## config.mk

```make
export PLATFORM = sky130hd
export DESIGN_NAME = lasm_top
export DESIGN_NICKNAME = d
export VERILOG_FILES = /design/src/core/lasm_pkg.sv /design/src/core/lasm_top.sv
export SDC_FILE = /design/constraint.sdc
export NUM_CORES = 1
export LEC_CHECK = 0
export ABC_AREA = 1
export BUFFER_PORTS_ARGS = -buffer_cell sky130_fd_sc_hd__clkbuf_2
export CAP_MARGIN = 5
export CORE_MARGIN = 2
export CORE_UTILIZATION = 40
export DETAILED_ROUTE_END_ITERATION = 8
export GPL_TIMING_DRIVEN = 1
export MAX_ROUTING_LAYER = met4
export PLACE_DENSITY = 0.68
export SLEW_MARGIN = 20
export SYNTH_ARGS = -nofsm -noshare
export SYNTH_HDL_FRONTEND = slang
export SYNTH_SLANG_ARGS = --single-unit
```

## constraint.sdc

```tcl
create_clock -name clk_i -period 1.6 [get_ports clk_i]
set_clock_uncertainty 0.05 [all_clocks]
set_input_delay 0.32 -clock clk_i [delete_from_list [all_inputs] [get_ports clk_i]]
set_output_delay 0.32 -clock clk_i [all_outputs]
set_load 0.03 [all_outputs]
```

## src/core/lasm_pkg.sv

```systemverilog
/*
 Package for the alarm status / mask block: register offsets, field
 positions, reset values and the packed carriers shared by the design.
 Assumes a classic Wishbone bus with 32-bit data and byte addresses.
*/
package lasm_pkg;

    // ------------------------------------------------------------------
    // Register indices (printed offsets are not word aligned)
    // ------------------------------------------------------------------
    localparam logic [11:0] LASM_IDX_SUMMARY = 12'h2c0;
    localparam logic [11:0] LASM_IDX_STATUS  = 12'h2c1;
    localparam logic [11:0] LASM_IDX_MASK    = 12'h2c2;
    localparam logic [11:0] LASM_IDX_LANE    = 12'h2c4;
    localparam logic [11:0] LASM_IDX_IRQ_ST  = 12'h2c8;
    localparam logic [11:0] LASM_IDX_IRQ_MSK = 12'h2c9;

    // ------------------------------------------------------------------
    // Field positions of status and mask
    // ------------------------------------------------------------------
    localparam int LASM_BIT_DIV   = 0;
    localparam int LASM_BIT_RSV   = 1;
    localparam int LASM_BIT_ALIGN = 2;
    localparam int LASM_BIT_LINK  = 3;
    localparam int LASM_BIT_PLL   = 4;
    localparam int LASM_BIT_FIFO  = 5;

    // ------------------------------------------------------------------
    // Reset values and write masks
    // ------------------------------------------------------------------
    localparam logic [7:0] LASM_STATUS_RST  = 8'h3f;
    localparam logic [7:0] LASM_MASK_RST    = 8'h3f;
    localparam logic [7:0] LASM_LANE_RST    = 8'hff;
    localparam logic [7:0] LASM_STATUS_IMPL = 8'h3d;
    localparam logic [7:0] LASM_IRQ_RST     = 8'h00;
    localparam logic [7:0] LASM_IRQ_MSK_RST = 8'h00;

    // ------------------------------------------------------------------
    // Interrupt event positions
    // ------------------------------------------------------------------
    localparam int LASM_IRQ_SUMMARY = 0;
    localparam int LASM_IRQ_LANE    = 1;

    // ------------------------------------------------------------------
    // Link modes
    // ------------------------------------------------------------------
    typedef enum logic
    {
        LASM_ENC_8B10B  = 1'b0,
        LASM_ENC_64B66B = 1'b1
    } lasm_enc_type;

    // Raw conditions from the link and clock logic
    typedef struct packed
    {
        logic         pll_unlocked;
        logic         link_enable;
        lasm_enc_type enc_mode;
        logic         data_phase_state;
        logic         link_start;
        logic         realign_event;
        logic         sysref_realign;
        logic         div_ab_ne_cd;
        logic [7:0]   lane_fifo_err;
    } lasm_cond_type;

endpackage

```

## src/core/lasm_top.sv

```systemverilog
/*
 Alarm collection block: sticky write-one-to-clear alarm flags, per-lane
 FIFO flags, a mask and a summary alarm, reached over classic Wishbone.
 Assumes raw conditions are synchronous to clk_i.
*/
// Functional notes
// - Flag bit 4 while PLL unlocked.
// - 8B/10B: flag bit 3 outside data state.
// - 64B/66B: flag on link start, realignment.
// - Flag bit 2 on SYSREF clock realignment.
// - Flag bit 0 on divider state mismatch.
// - Write one clears flag; zero keeps it.
// - Reset sets all alarm flags to one.
// - Alarms undefined while link disabled; clear after.
// - Mask bit one blocks flag from summary.
// - Set lane bit on lane FIFO error.
// - Lane clear per bit; persisting error resets.
// - Clearing FIFO flag clears all lanes.
// - Flag bit 5 on any lane FIFO error.
// - Summary is one on unmasked set flag.
`timescale 1ns/1ps

module lasm_top
    import lasm_pkg::*;
(
    // Clock and reset
    input  wire logic          clk_i,
    input  wire logic          rst_i,
    // Wishbone slave
    input  wire logic          cyc_i,
    input  wire logic          stb_i,
    input  wire logic          we_i,
    input  wire logic [13:0]   adr_i,
    input  wire logic [3:0]    sel_i,
    input  wire logic [31:0]   dat_i,
    output logic      [31:0]   dat_o,
    output logic               ack_o,
    // Raw conditions
    input  wire lasm_cond_type cond_i,
    // Alarm outputs
    output logic               status_output_pin_o,
    output logic               irq_o
);

    // ------------------------------------------------------------------
    // Bus decode
    // ------------------------------------------------------------------
    logic [7:0]  status_reg;
    logic [7:0]  mask_reg;
    logic [7:0]  lane_reg;
    logic [7:0]  irq_st_reg;
    logic [7:0]  irq_msk_reg;
    logic        summary_reg;
    logic        summary_next;
    logic [11:0] idx;
    logic        req;
    logic        wr_lo;
    logic [7:0]  status_clr;
    logic [7:0]  lane_clr;
    logic [7:0]  status_set;
    logic [7:0]  irq_set;

    assign idx   = adr_i[13:2];
    // One access per request: ack drops in the cycle after it is given
    assign req   = cyc_i && stb_i && !ack_o;
    assign wr_lo = req && we_i && sel_i[0];

    always_ff @(posedge clk_i)
    begin
        if (rst_i)
            ack_o <= 1'b0;
        else
            ack_o <= req;
    end

    always_ff @(posedge clk_i)
    begin
        if (rst_i)
            dat_o <= 32'h0000_0000;
        else if (req && !we_i)
        begin
            case (idx)
                LASM_IDX_SUMMARY: dat_o <= {31'h0000_0000, summary_reg};
                LASM_IDX_STATUS:  dat_o <= {24'h00_0000, status_reg};
                LASM_IDX_MASK:    dat_o <= {24'h00_0000, mask_reg};
                LASM_IDX_LANE:    dat_o <= {24'h00_0000, lane_reg};
                LASM_IDX_IRQ_ST:  dat_o <= {24'h00_0000, irq_st_reg};
                LASM_IDX_IRQ_MSK: dat_o <= {24'h00_0000, irq_msk_reg};
                default:          dat_o <= 32'h0000_0000;
            endcase
        end
    end

    // ------------------------------------------------------------------
    // Alarm conditions
    // ------------------------------------------------------------------
    // write-one clear
    assign status_clr = (wr_lo && idx == LASM_IDX_STATUS) ? dat_i[7:0] : 8'h00;
    // fifo flag clear wipes every lane
    assign lane_clr = ((wr_lo && idx == LASM_IDX_LANE) ? dat_i[7:0] : 8'h00)
                    | {8{status_clr[LASM_BIT_FIFO]}};

    always_comb
    begin
        status_set = 8'h00;
        // divider mismatch, valid even with link disabled
        status_set[LASM_BIT_DIV] = cond_i.div_ab_ne_cd;
        status_set[LASM_BIT_ALIGN] = cond_i.sysref_realign;
        // link flag only meaningful with link enabled
        if (cond_i.enc_mode == LASM_ENC_8B10B)
            status_set[LASM_BIT_LINK] = cond_i.link_enable && !cond_i.data_phase_state;
        else
            status_set[LASM_BIT_LINK] = cond_i.link_enable
                                      && (cond_i.link_start || cond_i.realign_event);
        status_set[LASM_BIT_PLL] = cond_i.pll_unlocked;
        status_set[LASM_BIT_FIFO] = |cond_i.lane_fifo_err;
    end

    // ------------------------------------------------------------------
    // Sticky flags
    // ------------------------------------------------------------------
    // flags come up set after reset
    // set wins over clear, flag holds until cleared
    always_ff @(posedge clk_i)
    begin
        if (rst_i)
            status_reg <= LASM_STATUS_RST;
        else
            status_reg <= ((status_reg & ~status_clr) | status_set) & LASM_STATUS_RST
                        | (status_reg & ~LASM_STATUS_IMPL & LASM_STATUS_RST);
    end

    always_ff @(posedge clk_i)
    begin
        if (rst_i)
            lane_reg <= LASM_LANE_RST;
        else
            lane_reg <= (lane_reg & ~lane_clr) | cond_i.lane_fifo_err;
    end

    // reserved bits are stored as written; software keeps them
    always_ff @(posedge clk_i)
    begin
        if (rst_i)
            mask_reg <= LASM_MASK_RST;
        else if (wr_lo && idx == LASM_IDX_MASK)
            mask_reg <= dat_i[7:0];
    end

    // ------------------------------------------------------------------
    // Summary alarm and interrupt
    // ------------------------------------------------------------------
    // mask one blocks the flag
    assign summary_next = |(status_reg & ~mask_reg & LASM_STATUS_IMPL);

    always_ff @(posedge clk_i)
    begin
        if (rst_i)
        begin
            summary_reg         <= 1'b0;
            status_output_pin_o <= 1'b0;
        end
        else
        begin
            summary_reg         <= summary_next;
            status_output_pin_o <= summary_next;
        end
    end

    always_comb
    begin
        irq_set = 8'h00;
        irq_set[LASM_IRQ_SUMMARY] = summary_reg;
        irq_set[LASM_IRQ_LANE]    = |cond_i.lane_fifo_err;
    end

    // Event set wins over a simultaneous write-one clear
    always_ff @(posedge clk_i)
    begin
        if (rst_i)
            irq_st_reg <= LASM_IRQ_RST;
        else if (wr_lo && idx == LASM_IDX_IRQ_ST)
            irq_st_reg <= (irq_st_reg & ~dat_i[7:0]) | irq_set;
        else
            irq_st_reg <= irq_st_reg | irq_set;
    end

    always_ff @(posedge clk_i)
    begin
        if (rst_i)
            irq_msk_reg <= LASM_IRQ_MSK_RST;
        else if (wr_lo && idx == LASM_IDX_IRQ_MSK)
            irq_msk_reg <= dat_i[7:0];
    end

    always_ff @(posedge clk_i)
    begin
        if (rst_i)
            irq_o <= 1'b0;
        else
            irq_o <= |(irq_st_reg & irq_msk_reg);
    end
endmodule

```

==> impl_metrics.env <==
export IMPL_hold_buffers=0
export IMPL_synth_cell_types=35
export IMPL_crit_buf_inv=1
export IMPL_synth_top_area_share=0.367
export IMPL_synth_main_ff_cell="dfxtp_1"
export IMPL_placed_cell_area_um2=3030
export IMPL_yosysMostFrequentCell="nand2_1"
export IMPL_dr_total_vias=2493
export IMPL_start_kind="register"
export IMPL_yosys_top_cells_count="nand2_1 (64), dfxtp_1 (49), inv_1 (49), nand3_1 (33), nor2_1 (27)"
export IMPL_grt_max_degree=39
export IMPL_synth_area_leader_cell="dfxtp_1"
export IMPL_synth_area_per_cell_um2=7.38
export IMPL_seq_area_um2=981
export IMPL_crit_type="register to register"
export IMPL_dieWidth_um=85.7
export IMPL_globalRouteOverflowTotal=0
export IMPL_antenna_cells=0
export IMPL_worst_slack_ns=0.143
export IMPL_gp_congestion=0.871
export IMPL_grt_first_pass_wirelength_um=10700
export IMPL_finalCritPeriodShare=0.911
export IMPL_numCtsBuffers=5
export IMPL_critPathTopFamily="simple AND/OR/NAND/NOR gates"
export IMPL_clock_sinks=49
export IMPL_drive_gt1_frac=0.253
export IMPL_grt_usage=0.189
export IMPL_start_util=0.418
export IMPL_post_place_ws_ns=-0.131
export IMPL_synthCells=362
export IMPL_clock_root_buffer="clkbuf_8"
export IMPL_drcViolationCount=0
export IMPL_slew_viol_final=0
export IMPL_grt_pass1_vias=2303
export IMPL_clk_pin_slew_ns=0.09
export IMPL_power_density_nw_per_um2=758
export IMPL_critPathCaptureType="register"
export IMPL_arrival_ns=1.59
export IMPL_ant_nets=0
export IMPL_finalSetupViolations=0
export IMPL_fill_cells=647
export IMPL_place_hpwl_um=5000
export IMPL_seq_area_frac_synth=0.367
export IMPL_yosysWarnings=0
export IMPL_areaGrowthSynthToFinish_pct=17.8
export IMPL_synth_area_leaders="dfxtp_1 (37%), nand2_1 (9.0%), buf_4 (7.0%)"
export IMPL_dieArea_um2=7340
export IMPL_multi_input_area_um2=1330
export IMPL_io_buffers=52
export IMPL_p_leak_nw=1.58
export IMPL_nNetsFinal=497
export IMPL_antenna_found_initial=0
export IMPL_whs_ns=0.146
export IMPL_finalCriticalPeriod_ns=1.46
export IMPL_slowest_stage="dfxtp_1"
export IMPL_final_hold_violation_count=0
export IMPL_drv_cap=0
export IMPL_clk_latency_ns=0.30
export IMPL_crit_chain="nand3b_4 -> nor2_4 -> buf_4 -> nand4_4 -> nand2_1 -> nand3_1"
export IMPL_max_freq_mhz=686
export IMPL_cp_required_ns=1.74
export IMPL_row_count=29
export IMPL_die_h_um=85.7
export IMPL_post_place_cells=496
export IMPL_layout_cells_non_filler=504
export IMPL_worstPathMaxFanout=9
export IMPL_status="finished, final reports clean"
export IMPL_cts_buffer_depth=2
export IMPL_routed_via_density=4.95
export IMPL_routed_wl_um=6500
export IMPL_cts_max_level=2
export IMPL_cts_tree="yes"
export IMPL_peakVddDrop_uv=339
export IMPL_finalInstanceArea_um2=3150
export IMPL_min_path_type="input port to register"
export IMPL_slowest_delay_ns=0.32
export IMPL_dr_first_iter_drc_count=193
export IMPL_wl_per_cell_um=12.9
export IMPL_syn_area_um2=2670
export IMPL_drt_first_pass_iters=6
export IMPL_core_area_um2=6390
export IMPL_rsz0062_at_grt="false"
export IMPL_ys_ff_latch=49
export IMPL_total_power_mw=2.39
export IMPL_synth_edff_count=0
export IMPL_io_pins=106
export IMPL_async_flop_share=0
## path summary, 6_finish.rpt
path | slack (ns) | startpoint | depth (start not counted) | to
worst max-delay path | 0.14 | ack_o | 6 | status_reg[5]
worst min-delay path | 0.15 | cond_i[15] | 3 | status_reg[4]
worst max register to register | 0.14 | ack_o | 6 | status_reg[5]
worst min register to register | 0.41 | mask_reg[6] | 2 | mask_reg[6]
## final cells by class
| class | instances | share of cell area |
|---|---|---|
| multi-input combinational | 247 | 0.422 |
| inverter | 54 | 0.0644 |
| clock buffer | 6 | 0.0231 |
| clock inverter | 2 | 0.0123 |
| timing repair buffer | 69 | 0.135 |
| sequential | 49 | 0.312 |
| tap | 77 | 0.0306 |
## metrics by stage
stage,setup TNS (ns),utilization
after detailed placement,-1.13,0.474
after CTS,0,0.491
after floorplan,0,-
after global placement,-0.738,0.474
final,0,0.493
after global routing,0,0.493
## placed cells by master, fill, tap and decap left out, types with 2 or more instances in the layout
cell type / count
a221oi_1: 2
o211ai_1: 11
inv_2: 4
nand4_1: 8
o21ai_1: 16
a21oi_2: 5
o21ai_0: 10
buf_4: 14
inv_1: 49
clkbuf_8: 5
nor2_2: 3
nand2_1: 64
o22ai_1: 2
buf_12: 3
a21oi_1: 18
conb_1: 24
nand3_4: 2
nor2_1: 27
nand3_2: 2
nand3_1: 33
o211ai_2: 7
nor2_4: 4
clkbuf_2: 52
dfxtp_1: 49
## cell families after synthesis
kind of cell / after synthesis / share of synthesized area
AO/OA/AOI/OAI: 74 / 0.184
flip-flops: 49 / 0.367
buffers and inverters: 89 / 0.170
AND/OR/NAND/NOR: 149 / 0.277
other: 1 / 0.00140
## tightest hold or removal path: cells and delay by family
kind          cells  cell delay (ns)
simple gates      2             0.08
buf+inv           1             0.07
## per-layer routing
| metal | share of wire | vias to the layer above | track usage |
|---|---|---|---|
| li1 | - | 1279 | - |
| met1 | 0.47 | 1116 | 0.250 |
| met2 | 0.45 | 90 | 0.286 |
| met3 | 0.061 | 8 | 0.0395 |
| met4 | 0.016 | 0 | 0.0707 |
| met5 | 0 | - | - |
## power breakdown
part           internal (mW)  switching, mW  total, mW
combinational         0.0758          0.195      0.270
clock                  0.470          0.421      0.890
sequential              1.22        0.00291       1.22
## repair_timing
item	CTS	global route
resized for setup	0	1
hold endpoints to repair	0	0
setup endpoints to repair	0	3
buffers inserted	0	0
Power figures use the tool's default switching activity.
